<file path="src/pdoc_pkg.sv">
// Purpose: constants and carriers for the power data object codec
// Assumes: 32-bit objects, two-bit type field in the top bits
// Notes: offsets are byte addresses on the register bus
package pdoc_pkg;
  // object type codes
  localparam logic [1:0] PDOC_TYPE_FIXED = 2'h0;
  localparam logic [1:0] PDOC_TYPE_BATT = 2'h1;
  localparam logic [1:0] PDOC_TYPE_VAR = 2'h2;
  // field positions
  localparam int PDOC_TYPE_LSB = 30;
  localparam int PDOC_VMAX_LSB = 20;
  localparam int PDOC_VMIN_LSB = 10;
  localparam int PDOC_DRP_BIT = 29;
  localparam int PDOC_HICAP_BIT = 28;
  localparam int PDOC_EXTP_BIT = 27;
  localparam int PDOC_USBC_BIT = 26;
  localparam int PDOC_DRD_BIT = 25;
  localparam int PDOC_UNCH_BIT = 24;
  localparam int PDOC_FRS_LSB = 23;
  localparam int PDOC_PEAK_LSB = 20;
  // safe 5 v in 50 mv units
  localparam logic [9:0] PDOC_SAFE5V = 10'h064;
  // register byte offsets
  localparam logic [7:0] PDOC_REG_CTRL = 8'h00;
  localparam logic [7:0] PDOC_REG_SINKCFG = 8'h04;
  localparam logic [7:0] PDOC_REG_SRC_FIX = 8'h08;
  localparam logic [7:0] PDOC_REG_SRC_VAR = 8'h0c;
  localparam logic [7:0] PDOC_REG_SRC_BAT = 8'h10;
  localparam logic [7:0] PDOC_REG_PARSE_IN = 8'h14;
  localparam logic [7:0] PDOC_REG_PARSE_A = 8'h18;
  localparam logic [7:0] PDOC_REG_PARSE_B = 8'h1c;
  localparam logic [7:0] PDOC_REG_STATUS = 8'h20;
  localparam logic [7:0] PDOC_REG_LIST_BASE = 8'h40;
  localparam logic [1:0] PDOC_RESP_OKAY = 2'h0;
  localparam logic [1:0] PDOC_RESP_SLVERR = 2'h2;
  localparam logic [31:0] PDOC_CTRL_RESET = 32'h0000_0000;
  // decoded object fields
  typedef struct packed {
    logic [1:0] kind;
    logic [9:0] volt_hi;
    logic [9:0] volt_lo;
    logic [9:0] amount;
    logic [9:0] flags;
  } pdoc_fields_s;
endpackage

</file>
<file path="src/pdoc_codec.sv">
// Purpose: build source and sink power data objects, parse received ones
// Assumes: AXI4-Lite register access, one clock, asynchronous active-low reset
// Notes: sink list entry 0 is built from the sink config word, later entries from per-entry config words
//
// Behaviour
// - unchunked bit set only when port supports large unchunked extended messages
// - every source fixed object carries a two-bit peak current field
// - source without overload capability sends peak field zero
// - source using extended capabilities for overload also sends peak zero
// - hub downstream ports never get a nonzero peak field
// - peak codes 01, 10, 11 select three increasing overload profiles
// - source variable object: type 10, vmax, vmin 50 mV, current 10 mA
// - variable source output must stay within advertised voltage limits
// - source battery object: type 01, vmax, vmin, power in 250 mW
// - sink answers capability request with list of 32-bit objects
// - object count must equal header data-object-count field
// - sink lists at least one object, no duplicate type and voltage; code only flags a repeat of the previous entry in status
// - sink list always includes a safe 5 V fixed object
// - higher-capability flag set when full operation needs more power
// - only the safe 5 V fixed object carries bits 29..20
// - sink needing no power reports 5 V at 0 mA
// - sink fixed layout: type 00, flags 29..25, voltage, operating_current
// - bits 24..23 hold fast role swap current code
// - bits 22..20 of sink fixed object are zero
// - dual-role power flag only with role swap, fixed for lifetime
// - sink fixed object reports required voltage and operating_current
//
// Chosen here: the AXI4-Lite register port and the register addresses.
`timescale 1ns/100ps
module pdoc_codec
  import pdoc_pkg::*;
#(
  parameter int LIST_DEPTH = 7
) (
  // clock and reset
  input wire logic ref_clk,
  input wire logic reset_n,
  // static port capabilities
  input wire logic port_pr_swap,
  input wire logic port_unchunked,
  input wire logic port_is_hub_downstream,
  // axi4-lite write address
  input wire logic [7:0] s_axi_awaddr,
  input wire logic s_axi_awvalid,
  output logic s_axi_awready,
  // axi4-lite write data
  input wire logic [31:0] s_axi_wdata,
  input wire logic [3:0] s_axi_wstrb,
  input wire logic s_axi_wvalid,
  output logic s_axi_wready,
  // axi4-lite write response
  output logic [1:0] s_axi_bresp,
  output logic s_axi_bvalid,
  input wire logic s_axi_bready,
  // axi4-lite read address
  input wire logic [7:0] s_axi_araddr,
  input wire logic s_axi_arvalid,
  output logic s_axi_arready,
  // axi4-lite read data
  output logic [31:0] s_axi_rdata,
  output logic [1:0] s_axi_rresp,
  output logic s_axi_rvalid,
  input wire logic s_axi_rready,
  // sink capability list out
  output logic [2:0] sink_obj_count,
  output logic [31:0] sink_list [LIST_DEPTH]
);

  initial begin
    if (LIST_DEPTH < 1 || LIST_DEPTH > 7) begin
      $error("LIST_DEPTH must be 1 to 7");
    end
  end

  // control registers
  logic [31:0] ctrl;
  logic [31:0] sink_cfg;
  logic [31:0] src_fix;
  logic [31:0] src_var;
  logic [31:0] src_bat;
  logic [31:0] parse_in;
  logic [31:0] entry_cfg [LIST_DEPTH];
  // ctrl and source fixed fields
  wire [1:0] peak_req = ctrl[1:0];
  wire ext_overload = ctrl[2];
  wire [2:0] req_count = ctrl[6:4];
  wire [9:0] fix_volt = src_fix[19:10];
  wire [9:0] fix_curr = src_fix[9:0];

  logic drp_held;
  logic drp_taken;
  always_ff @(posedge ref_clk or negedge reset_n) begin
    if (!reset_n) begin
      drp_held <= 1'b0;
      drp_taken <= 1'b0;
    end else if (!drp_taken) begin
      drp_held <= port_pr_swap;
      drp_taken <= 1'b1;
    end
  end

  wire [1:0] peak_code = (ext_overload || port_is_hub_downstream) ? 2'h0 : peak_req;
  wire unch_bit = port_unchunked & src_fix[PDOC_UNCH_BIT];
  wire [31:0] src_fixed_obj = {PDOC_TYPE_FIXED, drp_held, src_fix[28:25], unch_bit, 2'h0, peak_code,
                               fix_volt, fix_curr};
  // limits ordered, max not below min
  wire var_ok = src_var[29:20] >= src_var[19:10];
  wire [31:0] src_var_obj = {PDOC_TYPE_VAR, src_var[29:0]};
  wire [31:0] src_bat_obj = {PDOC_TYPE_BATT, src_bat[29:0]};

  // sink list build, entry 0 is the safe 5 v object
  // flags only in entry 0
  // entry 0 is safe 5 v
  wire need_none = sink_cfg[31];
  wire [9:0] safe_curr = need_none ? 10'h000 : sink_cfg[9:0];
  logic [LIST_DEPTH-1:0] hicap_need;
  logic [LIST_DEPTH-1:0] dup_hit;
  genvar g;
  generate
    for (g = 0; g < LIST_DEPTH; g++) begin : g_ent
      wire [1:0] kind = entry_cfg[g][31:30];
      wire used = 3'(g) < sink_obj_count;
      if (g == 0) begin : g_safe
        assign sink_list[g] = {PDOC_TYPE_FIXED, drp_held, |hicap_need, sink_cfg[27:25], sink_cfg[24:23],
                               3'h0, PDOC_SAFE5V, safe_curr};
        assign hicap_need[g] = 1'b0;
        assign dup_hit[g] = 1'b0;
      end else begin : g_other
        assign sink_list[g] = !used ? 32'h0000_0000 :
          (kind == PDOC_TYPE_FIXED) ? {PDOC_TYPE_FIXED, 10'h000, entry_cfg[g][19:0]} : entry_cfg[g];
        assign hicap_need[g] = used;
        // same type and voltage as the previous entry
        wire same_kind = sink_list[g][31:30] == sink_list[g-1][31:30];
        wire same_lo = sink_list[g][19:10] == sink_list[g-1][19:10];
        wire same_hi = sink_list[g][29:20] == sink_list[g-1][29:20];
        wire same_volt = same_lo && (kind == PDOC_TYPE_FIXED || same_hi);
        assign dup_hit[g] = used && same_kind && same_volt;
      end
    end
  endgenerate
  assign sink_obj_count = (req_count == 3'h0) ? 3'h1 :
    (req_count > 3'(LIST_DEPTH)) ? 3'(LIST_DEPTH) : req_count;
  wire sink_list_ok = ~|dup_hit;

  pdoc_fields_s parsed;
  wire [1:0] p_kind = parse_in[31:30];
  always_comb begin
    parsed = '0;
    parsed.kind = p_kind;
    case (p_kind)
      PDOC_TYPE_FIXED: begin
        parsed.volt_hi = parse_in[19:10];
        parsed.volt_lo = parse_in[19:10];
        parsed.amount = parse_in[9:0];
        parsed.flags = parse_in[29:20];
      end
      PDOC_TYPE_VAR, PDOC_TYPE_BATT: begin
        parsed.volt_hi = parse_in[29:20];
        parsed.volt_lo = parse_in[19:10];
        parsed.amount = parse_in[9:0];
      end
      default: begin
        parsed.flags = parse_in[29:20];
      end
    endcase
  end

  // axi write channel
  logic aw_hold;
  logic w_hold;
  logic [7:0] aw_addr;
  logic [31:0] w_data;
  logic [3:0] w_strb;
  assign s_axi_awready = !aw_hold && !s_axi_bvalid;
  assign s_axi_wready = !w_hold && !s_axi_bvalid;
  wire aw_now = aw_hold || (s_axi_awvalid && s_axi_awready);
  wire w_now = w_hold || (s_axi_wvalid && s_axi_wready);
  wire [7:0] wa = aw_hold ? aw_addr : s_axi_awaddr;
  wire [31:0] wd = w_hold ? w_data : s_axi_wdata;
  wire [3:0] ws = w_hold ? w_strb : s_axi_wstrb;
  wire do_write = aw_now && w_now && !s_axi_bvalid;
  wire [7:0] list_off = wa - PDOC_REG_LIST_BASE;
  wire wa_list = (wa >= PDOC_REG_LIST_BASE) && (list_off[7:2] < 6'(LIST_DEPTH)) && (wa[1:0] == 2'h0);
  wire sel_ctrl = wa == PDOC_REG_CTRL;
  wire sel_sinkcfg = wa == PDOC_REG_SINKCFG;
  wire sel_src_fix = wa == PDOC_REG_SRC_FIX;
  wire sel_src_var = wa == PDOC_REG_SRC_VAR;
  wire sel_src_bat = wa == PDOC_REG_SRC_BAT;
  wire sel_parse_in = wa == PDOC_REG_PARSE_IN;
  wire wa_ok = wa_list || sel_ctrl || sel_sinkcfg || sel_src_fix || sel_src_var || sel_src_bat || sel_parse_in;

  function automatic logic [31:0] merge(input logic [31:0] old, input logic [31:0] nw, input logic [3:0] st);
    logic [31:0] r;
    r = old;
    for (int i = 0; i < 4; i++) begin
      if (st[i]) begin
        r[i*8 +: 8] = nw[i*8 +: 8];
      end
    end
    return r;
  endfunction

  always_ff @(posedge ref_clk or negedge reset_n) begin
    if (!reset_n) begin
      aw_hold <= 1'b0;
      w_hold <= 1'b0;
      aw_addr <= 8'h00;
      w_data <= 32'h0000_0000;
      w_strb <= 4'h0;
      s_axi_bvalid <= 1'b0;
      s_axi_bresp <= PDOC_RESP_OKAY;
    end else begin
      if (s_axi_bvalid && s_axi_bready) begin
        s_axi_bvalid <= 1'b0;
      end
      if (do_write) begin
        aw_hold <= 1'b0;
        w_hold <= 1'b0;
        s_axi_bvalid <= 1'b1;
        s_axi_bresp <= wa_ok ? PDOC_RESP_OKAY : PDOC_RESP_SLVERR;
      end else begin
        if (s_axi_awvalid && s_axi_awready) begin
          aw_hold <= 1'b1;
          aw_addr <= s_axi_awaddr;
        end
        if (s_axi_wvalid && s_axi_wready) begin
          w_hold <= 1'b1;
          w_data <= s_axi_wdata;
          w_strb <= s_axi_wstrb;
        end
      end
    end
  end

  always_ff @(posedge ref_clk or negedge reset_n) begin
    if (!reset_n) begin
      ctrl <= PDOC_CTRL_RESET;
    end else if (do_write && sel_ctrl) begin
      ctrl <= merge(ctrl, wd, ws);
    end
  end

  always_ff @(posedge ref_clk or negedge reset_n) begin
    if (!reset_n) begin
      sink_cfg <= 32'h0000_0000;
    end else if (do_write && sel_sinkcfg) begin
      sink_cfg <= merge(sink_cfg, wd, ws);
    end
  end

  always_ff @(posedge ref_clk or negedge reset_n) begin
    if (!reset_n) begin
      src_fix <= 32'h0000_0000;
    end else if (do_write && sel_src_fix) begin
      src_fix <= merge(src_fix, wd, ws);
    end
  end

  always_ff @(posedge ref_clk or negedge reset_n) begin
    if (!reset_n) begin
      src_var <= 32'h0000_0000;
    end else if (do_write && sel_src_var) begin
      src_var <= merge(src_var, wd, ws);
    end
  end

  always_ff @(posedge ref_clk or negedge reset_n) begin
    if (!reset_n) begin
      src_bat <= 32'h0000_0000;
    end else if (do_write && sel_src_bat) begin
      src_bat <= merge(src_bat, wd, ws);
    end
  end

  always_ff @(posedge ref_clk or negedge reset_n) begin
    if (!reset_n) begin
      parse_in <= 32'h0000_0000;
    end else if (do_write && sel_parse_in) begin
      parse_in <= merge(parse_in, wd, ws);
    end
  end

  generate
    for (g = 0; g < LIST_DEPTH; g++) begin : g_cfg
      always_ff @(posedge ref_clk or negedge reset_n) begin
        if (!reset_n) begin
          entry_cfg[g] <= 32'h0000_0000;
        end else if (do_write && wa_list && list_off[7:2] == 6'(g)) begin
          entry_cfg[g] <= merge(entry_cfg[g], wd, ws);
        end
      end
    end
  endgenerate

  // axi read channel
  assign s_axi_arready = !s_axi_rvalid;
  wire [7:0] ra = s_axi_araddr;
  wire [7:0] rlist_off = ra - PDOC_REG_LIST_BASE;
  wire ra_list = (ra >= PDOC_REG_LIST_BASE) && (rlist_off[7:2] < 6'(LIST_DEPTH)) && (ra[1:0] == 2'h0);
  wire [2:0] ridx = rlist_off[4:2];
  wire [31:0] status_word = {24'h0, sink_obj_count, sink_list_ok, var_ok, drp_held, 2'h0};
  logic [31:0] rd_mux;
  logic rd_ok;
  always_comb begin
    rd_mux = 32'h0000_0000;
    rd_ok = 1'b1;
    case (ra)
      PDOC_REG_CTRL: rd_mux = ctrl;
      PDOC_REG_SINKCFG: rd_mux = sink_cfg;
      PDOC_REG_SRC_FIX: rd_mux = src_fixed_obj;
      PDOC_REG_SRC_VAR: rd_mux = src_var_obj;
      PDOC_REG_SRC_BAT: rd_mux = src_bat_obj;
      PDOC_REG_PARSE_IN: rd_mux = parse_in;
      PDOC_REG_PARSE_A: rd_mux = {parsed.kind, parsed.volt_hi, parsed.volt_lo, parsed.amount};
      PDOC_REG_PARSE_B: rd_mux = {22'h0, parsed.flags};
      PDOC_REG_STATUS: rd_mux = status_word;
      default: begin
        if (ra_list) begin
          rd_mux = sink_list[ridx];
        end else begin
          rd_ok = 1'b0;
        end
      end
    endcase
  end

  always_ff @(posedge ref_clk or negedge reset_n) begin
    if (!reset_n) begin
      s_axi_rvalid <= 1'b0;
      s_axi_rdata <= 32'h0000_0000;
      s_axi_rresp <= PDOC_RESP_OKAY;
    end else if (s_axi_arvalid && s_axi_arready) begin
      s_axi_rvalid <= 1'b1;
      s_axi_rdata <= rd_mux;
      s_axi_rresp <= rd_ok ? PDOC_RESP_OKAY : PDOC_RESP_SLVERR;
    end else if (s_axi_rready) begin
      s_axi_rvalid <= 1'b0;
    end
  end

endmodule

</file>
<file path="config.mk">
export PLATFORM = sky130hd
export DESIGN_NAME = pdoc_codec
export DESIGN_NICKNAME = d
export VERILOG_FILES = /design/src/pdoc_pkg.sv /design/src/pdoc_codec.sv
export SDC_FILE = /design/constraint.sdc
export NUM_CORES = 1
export LEC_CHECK = 0
export ABC_AREA = 1
export BUFFER_PORTS_ARGS = -buffer_cell sky130_fd_sc_hd__buf_2
export CAP_MARGIN = 10
export CORE_MARGIN = 3
export CORE_UTILIZATION = 41
export CTS_CLUSTER_DIAMETER = 200
export DETAILED_ROUTE_END_ITERATION = 7
export PLACE_DENSITY = 0.63
export SLEW_MARGIN = 20
export SYNTH_ARGS = -nofsm -noshare
export SYNTH_HDL_FRONTEND = slang
export SYNTH_SLANG_ARGS = --single-unit
</file>
<file path="constraint.sdc">
create_clock -name ref_clk -period 2.1 [get_ports ref_clk]
set_input_delay 0.42 -clock ref_clk [delete_from_list [all_inputs] [get_ports ref_clk]]
set_output_delay 0.42 -clock ref_clk [all_outputs]
set_load 0.005 [all_outputs]
</file>
==> results of run 1 <==
[final cells by class]
| cell class | instances | area, um2 |
|---|---|---|
| Fill cell | 4779 | 20200 |
| Multi-Input combinational cell | 2231 | 13370 |
| Sequential cell | 457 | 11440 |
| Timing Repair Buffer | 1024 | 8920 |
| Inverter | 409 | 1584 |
| Clock buffer | 78 | 1510 |
| Tap cell | 765 | 957.2 |
| Clock inverter | 19 | 264.0 |
| Antenna cell | 2 | 5.005 |
[registers in the layout (all words and copies together) (netlist names), 25 cells and up]
| name | count |
|---|---|
| parse_in | 32 |
| src_bat | 30 |
| sink_cfg | 32 |
| w_data | 32 |
| entry_cfg | 192 |
| src_var | 30 |
| s_axi_rdata | 32 |
| src_fix | 25 |
| ctrl | 32 |
[report_power, final]
part	internal, W	total [W]	switching, W
combinational	0.00303	0.00865	0.00562
clock	0.00562	0.00967	0.00405
sequential	0.00970	0.0103	0.000619
[tightest hold or removal path, cell delays in order]
cell     delay, ps
buf_2           80
nor2_1          30
a21oi_1         90
[cell usage after synthesis, types with 11 or more instances]
cell         n  share of area, %
a21oi_1    127               2.6
a22oi_1     12              0.37
a31oi_1     18              0.46
buf_2       35              0.72
buf_4       24              0.74
clkbuf_1    95               1.5
dfrtp_1    457                47
ha_1        12              0.62
inv_1      401               6.2
nand2_1    868                13
nand3_1     77               1.6
nor2_1     314               4.8
nor2_2      19              0.49
nor3_1      16              0.33
o2111ai_1   18              0.65
o211ai_1    11              0.34
o21a_1      23              0.71
o21ai_0    427               8.8
o21ai_1     49               1.0
o21ai_2     34               1.2
o221ai_1    28               1.0
o22ai_1     45               1.2
[logic make-up after synthesis]
kind of cell | after synthesis | share of synthesized area [%]
AOI/OAI and AO/OA | 838 | 19.98
xor gates and xnor gates | 16 | 0.5748
adders and majority gates | 12 | 0.6158
buffers and inverters | 574 | 9.541
DFF | 457 | 46.91
muxes | 1 | 0.04619
other | 2 | 0.03080
and+or+nand+nor | 1341 | 22.30
[routing by layer]
layer / part of all wire (%) / GRT usage (%)
met1: 40 / 46.52
met2: 44 / 50.02
met3: 11 / 6.794
met4: 4.7 / 13.00
met5: 0.0097 / 0
[per-stage QoR]
step	cells	TNS, ps
finish	4985	-111320
global route	4983	-161610
CTS	4901	-80340
detailed placement	4745	-23940
global placement	4745	-20060
floorplan	3257	-2696
[final timing paths]
kind / start / to / cells past startpoint
worst min register to register: drp_taken / drp_held / 1
worst min-delay path: port_pr_swap / drp_held / 3
worst max-delay path: ctrl[6] / sink_list[87] / 9
min in group asynchronous: reset_n / entry_cfg[64] / 2
worst max register to register: ctrl[6] / s_axi_rdata[4] / 17
max in group asynchronous: reset_n / entry_cfg[46] / 4
[repair_timing]
action                                 4_1_cts  5_1_grt
endpoints found under the hold margin       31        0
setup buffers                               55       59
gates resized for setup                    336      695
setup endpoints to repair                  510      598
hold buffers                                 3        0
pin swaps                                   19       69
gates cloned                                 5       27
==> flow_metrics.py, run 1 <==
metrics = {
    "worst_setup_path": {
        "worst_path_most_repeated_cell": "buf_4",
        "regToRegSetupSlack_ps": -400,
        "worstPathCellList": "buf_6 -> nand2_2 -> nand2_4 -> buf_12 -> buf_4 -> nand3_4 -> inv_2 -> buf_4 -> buf_2",
        "cp_top_family": "buffers and inverters",
        "cp_max_fo": 6,
        "cp.arrival_ps": 2110,
        "cpPeakStageDelay_ps": 440,
        "critical_path_class": "reg2out",
        "end_kind": "output pin",
        "slowest_stage": "dfrtp_1",
        "cp.required_ps": 1680,
        "path_buf_inv": 6,
        "start_kind": "register",
    },
    "cells_and_area": {
        "most-common-layout-cells": "672 x nand2_1, 493 x buf_4, 454 x dfrtp_1",
        "syn_to_final_growth_pct": 56.07,
        "final_common_cell": "nand2_1",
        "final_cell_area_um2": 38050,
        "fin_util_pct": 65.32,
        "drive_above_1_share_pct": 39.50,
        "nNetsFinal": 4250,
    },
    "yosys": {
        "ys_ff_latch": 457,
        "synth.distinct_cells": 60,
        "synth_area_um2": 24380,
        "ys.flop_type": "dfrtp_1",
        "synth_warnings": 0,
        "synth_edf_count": 0,
        "synthCells": 3241,
        "synthArstFlopShare_pct": 100.0,
        "seq_area_frac_synth_pct": 46.91,
        "avgSynthCellArea_um2": 7.522,
    },
    "sta": {
        "fin_crit_sh_pct": 120.5,
        "drv_slew": 0,
        "max_freq_mhz": 395.1,
        "slew_headroom_pct": 48.51,
        "finalHoldViolations": 0,
        "tightest_slew_ps": 771.6,
        "finalCriticalPeriod_ps": 2531,
        "whs_ps": 38.59,
        "setup_ws_ps": -430.9,
        "fin_skew_ps": 25.84,
        "rsz0062_at_grt": "true",
        "setup_violations": 589,
    },
    "route": {
        "drc_errors": 0,
        "ant_nets": 0,
        "wl_mm": 113.9,
        "first_pass_iters": 6,
        "drtIter0Drc": 3566,
        "via_per_inst": 5.570,
        "wl_per_cell_um": 22.85,
        "vias": 27764,
    },
    "die": {
        "ios": 330,
        "core_area_um2": 58250,
        "die_y_um": 249.9,
        "dieArea_um2": 62430,
        "num_rows": 88,
        "start_util_pct": 41.86,
        "die_w_um": 249.9,
    },
    "clocking": {
        "ctsLongestPathBuffers": 3,
        "cts.reportedPaths.clkPinSlew_ps": 60,
        "cts_made_buffers": 53,
        "clk_latency_ps": 640,
        "cts_max_level": 2,
        "cts.sinks": 457,
        "root_buffer": "clkbuf_16",
        "cts_tree": "done",
    },
    "run": {
        "maxCapViolCount": 0,
    },
    "outcome": {
        "violations": "negative setup slack",
        "status": "finished, violations left",
    },
    "pwr": {
        "power_per_cell_area_nw_per_um2": 752.7,
        "p_total_w": 0.02864,
        "p_leak_nw": 18.97,
        "ir_worst_vdd_mv": 0.6853,
    },
    "place": {
        "place_area_um2": 31280,
        "gp_congestion": 1.039,
        "port_buffers": 312,
        "dpl_worst_slack_ps": -341.2,
        "detailedPlacementHpwl_mm": 80.96,
    },
    "grt": {
        "grt_util_all_layers_pct": 33.06,
        "grt_pass1_wl_mm": 157.2,
        "antenna_found_initial": 2,
        "grt_max_degree": 74,
        "gr-total-overflow": 0,
        "grt_pass1_vias": 24954,
    },
    "min_path": {
        "hp-class": "in2reg",
    },
}
Note: power is estimated with default switching activity, not from simulation.
==> inputs of run 2 (changes only) <==
CORE_ASPECT_RATIO = 1.4   (was default)
CTS_BUF_LIST = sky130_fd_sc_hd__clkbuf_16   (was default)
==> run 2 against run 1 <==
  * The flow still finishes with violations (negative setup slack)
  * Flip-flop and latch count unchanged
  * Hold slack better by 20 ps
  * Via count down 0.82%
  * Fmax down 1.6%
  * First-iteration DRC count down 23%
  * Die area about the same
  * Critical path type unchanged
  * Highest routed layer is now met4
==> flow_metrics.py, run 2 (synthesis results as in run 1) <==
metrics = {
    "sta": {
        "finalCriticalPeriod_ps": 2572,
        "slew_headroom_pct": 44.86,
        "setup_ws_ps": -472.5,
        "tns_ps": -114110,
        "max_freq_mhz": 388.7,
        "fin_crit_sh_pct": 122.5,
        "finalHoldViolations": 0,
        "tightest_slew_ps": 818.5,
        "setup_violations": 580,
        "drv_slew": 0,
        "fin_skew_ps": 18.87,
        "rsz0062_at_grt": "true",
    },
    "route": {
        "ant_nets": 0,
        "vias": 27535,
        "wl_per_cell_um": 23.37,
        "drtIter0Drc": 2731,
        "wl_mm": 116.9,
        "first_pass_iters": 6,
        "via_per_inst": 5.503,
        "drc_errors": 0,
    },
    "pwr": {
        "p_total_w": 0.02848,
        "p_sw_w": 0.01039,
        "combPwrFrac_pct": 32.3,
        "p_seq_share_pct": 36.2,
        "power_per_cell_area_nw_per_um2": 727.5,
        "ir_worst_vdd_mv": 0.8275,
        "switching_share_pct": 36.47,
        "p_clk_share_pct": 31.5,
        "p_int_w": 0.01810,
        "p_leak_nw": 19.36,
    },
    "die": {
        "die_y_um": 294.5,
        "core_area_um2": 58730,
        "num_rows": 105,
        "ios": 330,
        "die_w_um": 212.1,
        "dieArea_um2": 62470,
        "start_util_pct": 41.51,
    },
    "place": {
        "detailedPlacementHpwl_mm": 83.10,
        "port_buffers": 312,
        "gp_congestion": 1.003,
    },
    "worst_setup_path": {
        "end_kind": "output pin",
        "r2r-start": "ctrl[6]",
        "cp.required_ps": 1680,
        "cp_max_fo": 7,
        "cp-startpoint": "ctrl[6]",
        "cp.arrival_ps": 2150,
        "start_kind": "register",
        "critical_path_class": "reg2out",
    },
    "cells_and_area": {
        "final_common_cell": "nand2_1",
        "syn_to_final_growth_pct": 60.60,
        "n_antenna_cell": 0,
        "regArea_um2": 11440,
        "fin_util_pct": 66.67,
        "most-common-layout-cells": "633 x nand2_1, 482 x buf_4, 454 x dfrtp_1",
        "multi_input_area_um2": 13870,
        "nNetsFinal": 4289,
        "num-fill-cells": 4797,
        "largest-register": "entry_cfg",
        "largest_reg_flops": 192,
        "drive_above_1_share_pct": 41.27,
    },
    "grt": {
        "gr-total-overflow": 0,
        "busiest_layer": "met2",
        "grtUsageMet3_pct": 5.015,
        "antenna_found_initial": 2,
        "met1_usage_pct": 45.26,
        "grt_util_all_layers_pct": 35.73,
        "met2_usage_pct": 58.68,
        "grt_max_degree": 73,
        "grt_pass1_wl_mm": 166.6,
        "grt_pass1_vias": 26294,
    },
    "outcome": {
        "status": "finished, violations left",
        "violations": "negative setup slack",
    },
    "clocking": {
        "root_buffer": "clkbuf_16",
        "cts_tree": "done",
        "clk_latency_ps": 620,
        "cts.sinks": 457,
        "ctsLongestPathBuffers": 3,
        "cts_max_level": 2,
        "cts.reportedPaths.clkPinSlew_ps": 60,
        "cts_made_buffers": 48,
    },
    "min_path": {
        "hp-class": "in2reg",
        "hp-start": "port_pr_swap",
    },
    "run": {
        "maxCapViolCount": 0,
    },
}
run 2: cell count changes in the layout (fill, tap and decap cells not counted), sizes merged:
cell,delta
clkbuf,-40
nand2,+2
bufinv,+1
buf,+53
clkinv,+11
inv,+9
clkinvlp,+1
diode,-2
run 2: timing repair:
item / CTS / global route
cloned: 26 / 8
pin swaps: 65 / 74
endpoints found under the setup margin: 577 / 602
setup buffers: 134 / 66
resized for setup: 822 / 495
hold buffers: 3 / 0
hold endpoints to repair: 37 / 0
run 2: path summary, 6_finish.rpt:
check	endpoint	slack, ps	depth (start not counted)
min in group asynchronous	entry_cfg[41]	360	2
hold reg to reg	drp_held	430	1
setup / recovery	sink_list[134]	-470	10
max in group asynchronous	entry_cfg[19]	900	4
setup reg to reg	s_axi_rdata[4]	-420	19
hold / removal	drp_held	60	3
run 2: power by group through the flow:
stage / clock network [W] / logic [W] / registers, W
after global routing: 0.00937 / 0.00981 / 0.0104
after detailed placement: 0 / 0.00692 / 0.0104
after global placement: 0 / 0.00687 / 0.0103
final: 0.00896 / 0.00920 / 0.0103
after floorplan: 0 / 0.00329 / 0.0102
after CTS: 0.00899 / 0.00828 / 0.0103
run 2: worst max-delay path: stages, from the launching register on:
cell and delay [ps]:
dfrtp_2 420, buf_6 150, inv_4 40, nand2_4 90, buf_12 140, clkinvlp_4 90, buf_12 160, buf_12 150
nor2_4 120, buf_6 100, buf_6 80
run 2: stage by stage:
step | hold WS (ps) | instance area [um2] | cells | worst slack (ps)
after floorplan | 124.4 | 24510 | 3257 | -99.42
after global routing | 55.34 | 39150 | 5004 | -506.5
after CTS | 36.23 | 37090 | 4948 | -424.0
final | 58.19 | 39150 | 5004 | -472.5
after detailed placement | 381.9 | 31110 | 4713 | -570.5
after global placement | 381.6 | 31110 | 4713 | -681.5
run 2: area by class of cell:
cell class | count | share of cell area [%]
Multi-Input combinational cell | 2233 | 35.42
Inverter | 409 | 4.148
Clock inverter | 41 | 0.9683
Sequential cell | 457 | 29.22
Clock buffer | 49 | 3.132
Tap cell | 749 | 2.394
Timing Repair Buffer | 1066 | 24.72
run 2: layer usage:
layer / vias to the layer above / routed length, um
met5: - / 0
met4: 0 / 8369
met3: 388 / 9056
met2: 1508 / 55450
met1: 13130 / 44070
li1: 12509 / -
